===== src/logic/bus_cmd_pkg.sv =====
// Constants and carrier types for the bus command decoder.
// Assumes one 40 MHz clock and no register bus.
package bus_cmd_pkg;

  localparam int DATA_W = 8;
  localparam int FIFO_DEPTH = 8;

  // Multiline command codes
  localparam logic [7:0] CMD_GO_LOCAL = 8'h01;
  localparam logic [7:0] CMD_SEL_CLEAR = 8'h04;
  localparam logic [7:0] CMD_GROUP_TRIG = 8'h08;
  localparam logic [7:0] CMD_LOCKOUT = 8'h11;
  localparam logic [7:0] CMD_DEV_CLEAR = 8'h14;
  localparam logic [7:0] CMD_POLL_ON = 8'h18;
  localparam logic [7:0] CMD_POLL_OFF = 8'h19;
  localparam logic [7:0] CMD_UNLISTEN = 8'h3f;
  localparam logic [7:0] CMD_UNTALK = 8'h5f;

  // Address groups: bits 6:5 select the group
  localparam logic [1:0] GRP_LISTEN = 2'h1;
  localparam logic [1:0] GRP_TALK = 2'h2;
  localparam logic [1:0] GRP_SECONDARY = 2'h3;
  localparam logic [1:0] GRP_COMMAND = 2'h0;
  localparam logic [4:0] ADDR_INVALID = 5'h1f;

  // Bus lines as seen after inversion: 1 means true
  typedef struct packed {
    logic atn;
    logic ifc;
    logic ren;
    logic eoi;
    logic dav;
    logic [7:0] dio;
  } bus_lines_type;

  // One byte for the instrument
  typedef struct packed {
    logic last;
    logic [7:0] data;
  } data_word_type;

  localparam int WORD_W = $bits(data_word_type);

  typedef enum logic [1:0] {
    HS_READY,
    HS_LATCH,
    HS_WAIT_DROP
  } hs_state_type;

endpackage


===== src/logic/word_fifo.sv =====
// Small synchronous FIFO with valid/ready on both sides.
// Assumes a single clock domain.
`timescale 1ns/1ps
`default_nettype none
module word_fifo #(
  parameter int WIDTH = 9,
  parameter int DEPTH = 8
) (
  // Clock and reset
  input wire logic clk_i,
  input wire logic sys_rst_i,
  input wire logic flush_i,
  // Fill side
  input wire logic in_valid_i,
  output logic in_ready_o,
  input wire logic [WIDTH-1:0] in_data_i,
  // Drain side
  output logic out_valid_o,
  input wire logic out_ready_i,
  output logic [WIDTH-1:0] out_data_o
);
  localparam int AW = $clog2(DEPTH);

  logic [WIDTH-1:0] mem [DEPTH];
  logic [AW-1:0] wr_ptr_reg;
  logic [AW-1:0] rd_ptr_reg;
  logic [AW:0] count_reg;
  wire push = in_valid_i && in_ready_o;
  wire pop = out_valid_o && out_ready_i;

  assign in_ready_o = (count_reg != (AW+1)'(DEPTH));
  assign out_valid_o = (count_reg != '0);
  assign out_data_o = mem[rd_ptr_reg];

  always_ff @(posedge clk_i) begin
    if (push) begin
      mem[wr_ptr_reg] <= in_data_i;
    end
  end

  always_ff @(posedge clk_i or posedge sys_rst_i) begin
    if (sys_rst_i) begin
      wr_ptr_reg <= '0;
      rd_ptr_reg <= '0;
      count_reg <= '0;
    end else if (flush_i) begin
      wr_ptr_reg <= '0;
      rd_ptr_reg <= '0;
      count_reg <= '0;
    end else begin
      if (push) begin
        wr_ptr_reg <= (wr_ptr_reg == AW'(DEPTH-1)) ? '0 : wr_ptr_reg + 1'b1;
      end
      if (pop) begin
        rd_ptr_reg <= (rd_ptr_reg == AW'(DEPTH-1)) ? '0 : rd_ptr_reg + 1'b1;
      end
      count_reg <= count_reg + (AW+1)'(push) - (AW+1)'(pop);
    end
  end
endmodule
`default_nettype wire


===== src/logic/bus_cmd_decoder.sv =====
// Device-side decoder for bus commands, addresses and instrument data.
// Assumes raw active-low bus lines from pins; one 40 MHz clock.
`timescale 1ns/1ps
`default_nettype none
// Operation
// - ATN true: byte is command or address
// - ATN false: byte goes to instrument; queued only while listening, else dropped
// - REN true enters remote, optional lockout
// - EOI marks the last byte of transfer
// - IFC clears talker and listener state
// - Service request held until serviced; a device clear also drops it
// - Universal commands act without addressing
// - Code 11 locks front panel
// - Code 14 restores power-up defaults
// - Code 18 poll on, 19 poll off
// - Addressed commands need own listen address; group trigger also acts unaddressed when trig_unaddressed_i is set
// - Code 04 clears only when listening
// - Code 01 while listening leaves remote
// - Group trigger starts configured trigger action
// - Listen address is 20 OR primary
// - Talk address is 40 OR primary
// - Secondary codes 60 to 7F ignored
// - Code 3F sends device to listen idle
// - Code 5F sends device to talk idle
// - All bus lines are low true
// - Primary address 0 to 30 only
// - Hold not-accepted until byte is latched
module bus_cmd_decoder (
  // Clock and reset
  input wire logic clk_i,
  input wire logic sys_rst_i,
  // Bus lines, active low from the pins
  input wire logic atn_n_i,
  input wire logic ifc_n_i,
  input wire logic ren_n_i,
  input wire logic eoi_n_i,
  input wire logic dav_n_i,
  input wire logic [7:0] dio_n_i,
  // Acceptor handshake, open drain
  output logic nrfd_n_o,
  output logic nrfd_oe_o,
  output logic ndac_n_o,
  output logic ndac_oe_o,
  // Service request, open drain
  output logic srq_n_o,
  output logic srq_oe_o,
  // Configuration
  input wire logic [4:0] primary_addr_i,
  input wire logic ren_lockout_i,
  input wire logic gtl_unlock_i,
  input wire logic trig_unaddressed_i,
  // Instrument side
  input wire logic service_req_i,
  input wire logic service_done_i,
  output logic listen_o,
  output logic talk_o,
  output logic remote_o,
  output logic lockout_o,
  output logic poll_mode_o,
  output logic clear_o,
  output logic trigger_o,
  output logic [7:0] data_o,
  output logic data_last_o,
  output logic data_valid_o,
  input wire logic data_ready_i
);
  import bus_cmd_pkg::*;

  // ==========================================================
  // Pin synchronisers: three stages, a change counts once
  // stages two and three agree.
  // ==========================================================
  bus_lines_type raw_lines;
  bus_lines_type s1_reg, s2_reg, s3_reg, lines_reg, lines_next;

  // Inverting here keeps everything downstream positive-true
  assign raw_lines = bus_lines_type'({~atn_n_i, ~ifc_n_i, ~ren_n_i,
                                      ~eoi_n_i, ~dav_n_i, ~dio_n_i});

  assign lines_next = (s2_reg == s3_reg) ? s3_reg : lines_reg;

  always_ff @(posedge clk_i or posedge sys_rst_i) begin
    if (sys_rst_i) begin
      s1_reg <= '0;
      s2_reg <= '0;
      s3_reg <= '0;
      lines_reg <= '0;
    end else begin
      s1_reg <= raw_lines;
      s2_reg <= s1_reg;
      s3_reg <= s2_reg;
      lines_reg <= lines_next;
    end
  end

  // ==========================================================
  // Acceptor handshake
  // ==========================================================
  hs_state_type hs_reg, hs_next;
  logic fifo_in_ready;
  wire take_byte = (hs_reg == HS_LATCH);

  always_comb begin
    hs_next = hs_reg;
    case (hs_reg)
      HS_READY: begin
        if (lines_reg.dav) begin
          hs_next = HS_LATCH;
        end
      end
      HS_LATCH: begin
        hs_next = HS_WAIT_DROP;
      end
      HS_WAIT_DROP: begin
        if (!lines_reg.dav) begin
          hs_next = HS_READY;
        end
      end
      default: begin
        hs_next = HS_READY;
      end
    endcase
  end

  always_ff @(posedge clk_i or posedge sys_rst_i) begin
    if (sys_rst_i) begin
      hs_reg <= HS_READY;
    end else begin
      hs_reg <= hs_next;
    end
  end

  // Data bytes need FIFO room, so a full FIFO stalls the talker.
  // Command bytes never wait: ATN traffic must not hang on the instrument.
  wire room_ok = lines_reg.atn || fifo_in_ready;
  wire rfd_true = (hs_reg == HS_READY) && room_ok && !lines_reg.dav;
  wire dac_true = (hs_reg == HS_WAIT_DROP);

  // Open-drain: drive low for true, release otherwise
  assign nrfd_n_o = 1'b0;
  assign nrfd_oe_o = !rfd_true;
  assign ndac_n_o = 1'b0;
  assign ndac_oe_o = !dac_true;

  // ==========================================================
  // Command decode; ATN splits command bytes from data here, IFC and REN act in the interface state
  // ==========================================================
  wire [7:0] byte_in = lines_reg.dio;
  wire [1:0] grp = byte_in[6:5];
  wire is_cmd = take_byte && lines_reg.atn;
  wire is_data = take_byte && !lines_reg.atn;
  wire addr_ok = (primary_addr_i != ADDR_INVALID);
  wire [7:0] my_listen = {3'b001, primary_addr_i};
  wire [7:0] my_talk = {3'b010, primary_addr_i};
  wire cmd_unl = is_cmd && (byte_in[6:0] == CMD_UNLISTEN[6:0]);
  wire cmd_unt = is_cmd && (byte_in[6:0] == CMD_UNTALK[6:0]);
  // Top-of-range codes win over address match
  wire cmd_mla = is_cmd && !cmd_unl && addr_ok && (grp == GRP_LISTEN)
                 && (byte_in[6:0] == my_listen[6:0]);
  wire cmd_mta = is_cmd && !cmd_unt && addr_ok && (grp == GRP_TALK)
                 && (byte_in[6:0] == my_talk[6:0]);
  // Another talk address takes the talker away
  wire cmd_ota = is_cmd && (grp == GRP_TALK) && !cmd_mta && !cmd_unt;
  wire is_pcg = is_cmd && (grp == GRP_COMMAND);
  wire cmd_secondary = is_cmd && (grp == GRP_SECONDARY);
  wire cmd_llo = is_pcg && (byte_in[6:0] == CMD_LOCKOUT[6:0]);
  wire cmd_dcl = is_pcg && (byte_in[6:0] == CMD_DEV_CLEAR[6:0]);
  wire cmd_spe = is_pcg && (byte_in[6:0] == CMD_POLL_ON[6:0]);
  wire cmd_spd = is_pcg && (byte_in[6:0] == CMD_POLL_OFF[6:0]);
  logic listen_reg, talk_reg;
  wire cmd_sdc = is_pcg && listen_reg
                 && (byte_in[6:0] == CMD_SEL_CLEAR[6:0]);
  wire cmd_gtl = is_pcg && listen_reg
                 && (byte_in[6:0] == CMD_GO_LOCAL[6:0]);
  wire cmd_get = is_pcg && (listen_reg || trig_unaddressed_i)
                 && (byte_in[6:0] == CMD_GROUP_TRIG[6:0]);
  wire dev_clear = cmd_dcl || cmd_sdc;

  // ==========================================================
  // Interface state
  // ==========================================================
  logic remote_reg, lockout_reg, poll_reg, clear_reg, trigger_reg;
  logic srq_reg;
  logic ren_prev_reg;
  wire ren_drop = !lines_reg.ren;
  // Remote is entered on the REN edge or on own listen address, so a
  // go-to-local stays in force while REN is held
  wire ren_rise = lines_reg.ren && !ren_prev_reg;

  always_ff @(posedge clk_i or posedge sys_rst_i) begin
    if (sys_rst_i) begin
      ren_prev_reg <= 1'b0;
    end else begin
      ren_prev_reg <= lines_reg.ren;
    end
  end

  always_ff @(posedge clk_i or posedge sys_rst_i) begin
    if (sys_rst_i) begin
      listen_reg <= 1'b0;
      talk_reg <= 1'b0;
    end else if (lines_reg.ifc) begin
      listen_reg <= 1'b0;
      talk_reg <= 1'b0;
    end else begin
      // Each state changes only on its own codes
      if (cmd_mla) begin
        listen_reg <= 1'b1;
      end else if (cmd_unl) begin
        listen_reg <= 1'b0;
      end
      if (cmd_mta) begin
        talk_reg <= 1'b1;
      end else if (cmd_unt || cmd_ota) begin
        talk_reg <= 1'b0;
      end
    end
  end

  always_ff @(posedge clk_i or posedge sys_rst_i) begin
    if (sys_rst_i) begin
      remote_reg <= 1'b0;
      lockout_reg <= 1'b0;
    end else if (ren_drop) begin
      // Releasing REN always returns to local and clears lockout
      remote_reg <= 1'b0;
      lockout_reg <= 1'b0;
    end else begin
      if (cmd_gtl) begin
        remote_reg <= 1'b0;
      end else if (ren_rise || cmd_mla) begin
        remote_reg <= 1'b1;
      end
      if (cmd_llo || ren_lockout_i) begin
        lockout_reg <= 1'b1;
      end else if (cmd_gtl && gtl_unlock_i) begin
        lockout_reg <= 1'b0;
      end
    end
  end

  always_ff @(posedge clk_i or posedge sys_rst_i) begin
    if (sys_rst_i) begin
      poll_reg <= 1'b0;
      clear_reg <= 1'b0;
      trigger_reg <= 1'b0;
    end else begin
      clear_reg <= dev_clear;
      trigger_reg <= cmd_get;
      if (lines_reg.ifc || cmd_spd) begin
        poll_reg <= 1'b0;
      end else if (cmd_spe) begin
        poll_reg <= 1'b1;
      end
    end
  end

  // Request held until the instrument reports it serviced or a device clear;
  // a new request in the same cycle as the clear wins.
  always_ff @(posedge clk_i or posedge sys_rst_i) begin
    if (sys_rst_i) begin
      srq_reg <= 1'b0;
    end else if (service_req_i) begin
      srq_reg <= 1'b1;
    end else if (service_done_i || dev_clear) begin
      srq_reg <= 1'b0;
    end
  end

  assign srq_n_o = 1'b0;
  assign srq_oe_o = srq_reg;

  assign listen_o = listen_reg;
  assign talk_o = talk_reg;
  assign remote_o = remote_reg;
  assign lockout_o = lockout_reg;
  assign poll_mode_o = poll_reg;
  assign clear_o = clear_reg;
  assign trigger_o = trigger_reg;

  // ==========================================================
  // Instrument data path; only listened data is queued
  // ==========================================================
  data_word_type in_word;
  logic [WORD_W-1:0] out_word_raw;
  data_word_type out_word;
  wire push_data = is_data && listen_reg;

  assign in_word = '{last: lines_reg.eoi, data: byte_in};
  assign out_word = data_word_type'(out_word_raw);

  word_fifo #(
    .WIDTH(WORD_W),
    .DEPTH(FIFO_DEPTH)
  ) data_fifo (
    .clk_i(clk_i),
    .sys_rst_i(sys_rst_i),
    .flush_i(dev_clear || lines_reg.ifc),
    .in_valid_i(push_data),
    .in_ready_o(fifo_in_ready),
    .in_data_i(in_word),
    .out_valid_o(data_valid_o),
    .out_ready_i(data_ready_i),
    .out_data_o(out_word_raw)
  );

  assign data_o = out_word.data;
  assign data_last_o = out_word.last;

  // Secondary bytes are handshaken and dropped
  wire unused_ok = cmd_secondary;
endmodule
`default_nettype wire


===== config.mk =====
export PLATFORM = sky130hd
export DESIGN_NAME = bus_cmd_decoder
export DESIGN_NICKNAME = d
export VERILOG_FILES = /design/src/logic/bus_cmd_pkg.sv /design/src/logic/word_fifo.sv /design/src/logic/bus_cmd_decoder.sv
export SDC_FILE = /design/constraint.sdc
export NUM_CORES = 1
export LEC_CHECK = 0
export ABC_AREA = 1
export BUFFER_PORTS_ARGS = -buffer_cell sky130_fd_sc_hd__buf_2
export CAP_MARGIN = 20
export CORE_MARGIN = 8
export CORE_UTILIZATION = 45
export DETAILED_ROUTE_END_ITERATION = 12
export PLACE_DENSITY = 0.75
export SETUP_SLACK_MARGIN = 0.3
export SYNTH_ARGS = -nofsm -noshare
export SYNTH_HDL_FRONTEND = slang
export SYNTH_HIERARCHICAL = 1
export SYNTH_SLANG_ARGS = --single-unit
export TNS_END_PERCENT = 50

===== constraint.sdc =====
create_clock -name clk_i -period 3.4 [get_ports clk_i]
set_clock_uncertainty 0.05 [all_clocks]
set_input_delay 0.17 -clock clk_i [delete_from_list [all_inputs] [get_ports clk_i]]
set_output_delay 0.17 -clock clk_i [all_outputs]
set_load 0.05 [all_outputs]

======== After elaboration in Yosys (flattened, before gate mapping) ========
Memory sizes are Yosys's and may differ from the RTL's.
Index checks and enable logic that the tools add are counted.
storage, ports and cells
  memory bits (read-only) ................. 0
  word-level logic and storage cells ...... 159
  memories ................................ 1
  flip-flop bits (word level) ............. 73
  bits in latches ......................... 0
  output and inout port bits .............. 23
  RAM bits ................................ 72
memory list
  name           depth  width  rd ports  clocked after Yosys merged registers in  write ports  line             text
  data_fifo.mem  8      9      1         0                                        1            word_fifo.sv:24  logic [WIDTH-1:0] mem [DEPTH];
cells by class
  shift operators ......................... 0
  divide/modulo/power cells ............... 0
  mux-type cells .......................... 28
  bitwise logic cells ..................... 6
  $lt $le $gt $ge ......................... 0
  equal/unequal tests ..................... 24
  add/subtract/negate cells ............... 4
  $mul .................................... 0
  reductions and logical operators ........ 59
operators by type and width
  kind                   count
  $logic_and A1 B1 Y1    32
  $eq A7 B5 Y1 const B   4
  $mux W1                18
  $mux W3                6
  $eq A13 B13 Y1         1
  $logic_or A1 B1 Y1     9
  $logic_not A1 Y1       8
  $not A8 Y8             1
  $reduce_bool A2 Y1     4
  $eq A7 B1 Y1 const B   1
  $eq A7 B3 Y1 const B   1
  $eq A7 B4 Y1 const B   1
  $eq A7 B6 Y1           1
  $eq A7 B6 Y1 const B   1
  $eq A7 B7 Y1           1
  $eq A7 B7 Y1 const B   1
  $add A3 B1 Y3 const B  2
  $eq A3 B3 Y1 const B   2
  $ne A3 B1 Y1 const B   2
  $pmux W2 S3            1
  $reduce_bool A3 Y1     2
  $ne A5 B5 Y1 const B   1
  $not A1 Y1             5
  $add A4 B1 Y4          1
  other kinds (10)       15

======== Longest topological paths before layout ========
  word-level depth ........................ 15
  gate-level depth with buffers ........... 13
  mapped depth without buffers ............ 13

======== Hierarchy ========
The synthesis kept the hierarchy.
by module, submodules not included
  module           seq. area each (um^2)  cells an instance  area an instance (um^2)  instances
  word_fifo        2412.3                 399                3844.9                   1
  bus_cmd_decoder  1576.5                 301                2638.8                   1

======== Worst setup path before layout ========
Ideal clock, no wire load.
  kind .................................... register to register
  start ................................... register listen_reg (netlist: listen_o)
  end ..................................... register data_fifo.count_reg[2]
  path slack .............................. 767 ps
  required time ........................... 3229 ps
  arrival ................................. 2462 ps
  library setup time ...................... 121 ps
  cell stages (with the launch flop) ...... 10
  period minus slack after synthesis ...... 2633 ps
  cell sequence ........................... dfrtp_1 -> nor3b_1 -> nand2_1 -> buf_4 -> ha_1 -> inv_1 -> ha_1 -> fa_1 -> xnor2_1 -> nor2_1
between the ends
  word-level cells in the longest chain between the ends .. 5
  elaborated cells between the ends (all ways) .. 9
ends and longest elaborated chain
  what                    line                    text
  start, declared         bus_cmd_decoder.sv:170  logic listen_reg, talk_reg;
  start signal, assigned  bus_cmd_decoder.sv:200  listen_reg <= 1'b0;
  start signal, assigned  bus_cmd_decoder.sv:203  listen_reg <= 1'b0;
  start signal, assigned  bus_cmd_decoder.sv:208  listen_reg <= 1'b1;
  $logic_and A1 B1 Y1     bus_cmd_decoder.sv:287  wire push_data = is_data && listen_reg;
  named net push_data     bus_cmd_decoder.sv:287
  $logic_and A1 B1 Y1     word_fifo.sv:28         wire push = in_valid_i && in_ready_o;
  $add A4 B1 Y4           word_fifo.sv:57         count_reg <= count_reg + (AW+1)'(push) - (AW+1)'(pop);
  $sub A4 B1 Y4           word_fifo.sv:57
  $mux W4                 word_fifo.sv:46         end else if (flush_i) begin
  end signal, assigned    word_fifo.sv:57
  end, declared           word_fifo.sv:27         logic [AW:0] count_reg;
The timed path passes the listed nets, and every way through them passes these cells.
A chain may end at the register's enable or synchronous reset.

======== Worst setup path after layout ========
  start ................................... register hs_reg[1]
  end ..................................... register data_fifo.count_reg[2]
between the ends
  elaborated cells between the ends (all ways) .. 14
RTL lines
  what                    line                    text
  start, declared         bus_cmd_decoder.sv:99   hs_state_type hs_reg, hs_next;
  start signal, assigned  bus_cmd_decoder.sv:129  hs_reg <= hs_next;
  $eq A2 B1 Y1            bus_cmd_decoder.sv:101  wire take_byte = (hs_reg == HS_LATCH);
  $logic_and A1 B1 Y1     bus_cmd_decoder.sv:151  wire is_data = take_byte && !lines_reg.atn;
  $logic_and A1 B1 Y1     bus_cmd_decoder.sv:287
  named net push_data     bus_cmd_decoder.sv:287
  $logic_and A1 B1 Y1     word_fifo.sv:28
  $add A4 B1 Y4           word_fifo.sv:57
  $sub A4 B1 Y4           word_fifo.sv:57
  $mux W4                 word_fifo.sv:46
The timed path passes the listed nets, and every way through them passes these cells.

==> impl_metrics.toml <==
[routing]
wl_um = 13000
antenna_left = 0
vias = 4552
post_drt_wl_per_cell_um = 13.33
drt_first_iter_violations = 234
drcViolationCount = 0
viasPerCell = 4.669
firstDrtPassIters = 4

[layout]
n_fill_cell = 1251
n_antenna_cell = 0
final_cell_area_um2 = 7625
fin_nets = 814
top_register = "data_fifo/mem"
fin_util_pct = 53.27
area_growth_pct = 17.60
layout-drive-gt1-share_pct = 14.03
largest_reg_flops = 72

[timing]
relSlewSlack_pct = 45.29
finalHoldViolCount = 0
worstMarginPinSlew_ps = 819.5
rsz0062_at_grt = "false"
fin_crit_sh_pct = 81.04
tns_ps = 0
final-setup-viol-count = 0
drv_slew = 0
fmax_mhz = 362.9
hold_ws_ps = 36.39
period_minus_slack_ps = 2755

[power_and_ir_drop]
power_density_nw_per_um2 = 679.4
ir_drop_mv = 0.4247
p_leak_nw = 3.900

[grt]
grt_pass1_wl_um = 21820
grt_overflow = 0
antenna_found_initial = 0
grt_pass1_vias = 4526
grt_max_degree = 41
grt.total_usage_pct = 15.27

[clocking]
cts.clk_slew.worst_paths_ps = 60
cts-root-buf = "clkbuf_16"
clk_latency_ps = 420
h-tree-depth = 4
cts_buffers = 17
cts-resized-gates = 0
cts_tree = "done"
cts_sinks = 145
cts_buffer_depth = 2

[logic_synthesis]
syn_area_um2 = 6484
ys_seq_area_share_pct = 61.52
synth_seq_cells = 145
synthesis.instances = 700
syn_area_per_cell_um2 = 9.262
synth_area_leader_cell = "edfxtp_1"
ys_warn_count = 6
yosysTopAreaCellShare_pct = 33.35
synth_cell_types = 31
synth_area_leaders = "edfxtp_1 (33%), dfrtp_1 (28%), nand2_1 (13%)"

[outcome]
outcome = "complete, no violations"

[die]
start_util_pct = 45.30
fp.dieH_um = 136.0
ioPinCount = 49
fp-row-count = 44
core_um2 = 14310
die-area_um2 = 18510
die_width_um = 136.0

[place]
place_area_um2 = 6879
place_hpwl_um = 8819
globalplace.congestion = 0.8311
port_buffers = 45

[critical_path]
critical_path.max_stage_delay_ps = 420
crit_chain = "inv_1, nand2_1, nor3b_1, nand2_1, ha_1, inv_1, ha_1, fa_1, xnor2_1, nor2_1"
critPathLaunch = "hs_reg[1]"
cp-end-kind = "register"
critPathSlowestCell = "nor3b_1"
critPathArrivalTime_ps = 3010
worstPathRequired_ps = 3650
worst_setup_path_start_kind = "register"
path_class = "reg -> reg"
critPathMaxFanout = 12
r2r-start = "hs_reg[1]"

[hold_path]
hp-start = "gtl_unlock_i"
hold_class = "in -> reg"

[flow_run]
max_cap_viol_count = 0
==> repair_timing <==
item                       in CTS  in global routing
hold buffers                   19                  0
setup endpoints to repair       0                  0
hold endpoints to repair       68                  0
buffers inserted                0                  0
==> Yosys cell counts, drive strengths merged <==
library cell	instances
a21oi	7
and2	1
buf	18
clkbuf	1
clkinv	1
conb	1
dfrtp	73
edfxtp	72
fa	1
ha	9
inv	148
nand2	233
nand3	64
nand4	13
nor2	33
nor3	11
nor3b	1
nor4	1
o21ai	5
o21bai	1
or2	3
xnor2	3
==> logic make-up (layout without fill, tap and decap cells) <==
family                   count (synthesis)  after routing  share of synthesized area, %
AND/OR/NAND/NOR                        360            360                         23.81
XOR/XNOR                                 3              3                        0.4053
flip-flops                             145            145                         61.52
other                                    1              3                       0.05784
AO/OA/AOI/OAI                           13             13                         1.100
buffers and inverters                  168            257                         11.06
adder cells (fa/ha/maj)                 10             10                         2.046
==> worst max-delay path: cells and delay by family (launching register included) <==
kind                     cells  cell delay, ps
XOR/XNOR                     1             160
buffers and inverters        2             150
flip-flops                   1             400
AND/OR/NAND/NOR              4             900
adder cells (fa/ha/maj)      3             990
==> where the power goes <==
part	switching (mW)	leakage (nW)	internal (mW)
Clock	0.702	0.284	1.02
Sequential	0.124	1.45	1.92
Combinational	1.02	2.16	0.397
Total	1.84	3.90	3.34
==> placed cells by master (no fill, tap or decap), drive strengths merged, types with 9 or more instances in the layout <==
cell / count
buf: 57
clkbuf: 21
dfrtp: 73
dlygate4sd3: 19
edfxtp: 72
ha: 9
inv: 154
nand2: 233
nand3: 64
nand4: 13
nor2: 33
nor3: 11
==> metal layers <==
layer	vias to the layer above	GRT usage (%)	wire length [µm]
met5	-	0	0
met4	0	6.589	272
met3	20	4.915	642
met2	93	24.53	6184
met1	2123	18.53	5898
li1	2316	-	-
==> area by class of cell <==
type	instances	area, µm²	share of cell area (%)
clock buffers	21	481.7	6.318
clock inverters	11	73.82	0.9682
inverters	149	559.3	7.335
multi-input cells	389	1785	23.42
flip-flops and latches	145	3989	52.31
well taps	184	230.2	3.019
repair buffers	76	505.5	6.629
==> worst paths after layout <==
path                                           endpoint  slack (ps)  cells past startpoint
worst max register to register   data_fifo/count_reg[2]         640                     10
worst min-delay path                          lockout_o          40                      4
min in group asynchronous       data_fifo/rd_ptr_reg[0]         260                      3
worst min register to register                s2_reg[4]         290                      0
worst max-delay path             data_fifo/count_reg[2]         640                     10
max in group asynchronous                     s2_reg[5]        2060                      4
==> through the flow <==
stage / worst slack (ps) / instances / power [mW]
global route: 391.6 / 975 / 5.472
finish: 644.6 / 975 / 5.180
CTS: 705.4 / 975 / 5.222
global placement: 805.4 / 924 / 3.443
detailed placement: 706.8 / 924 / 3.478
floorplan: 766.9 / 702 / 3.180
No activity file was read; power rests on OpenSTA's default activity.
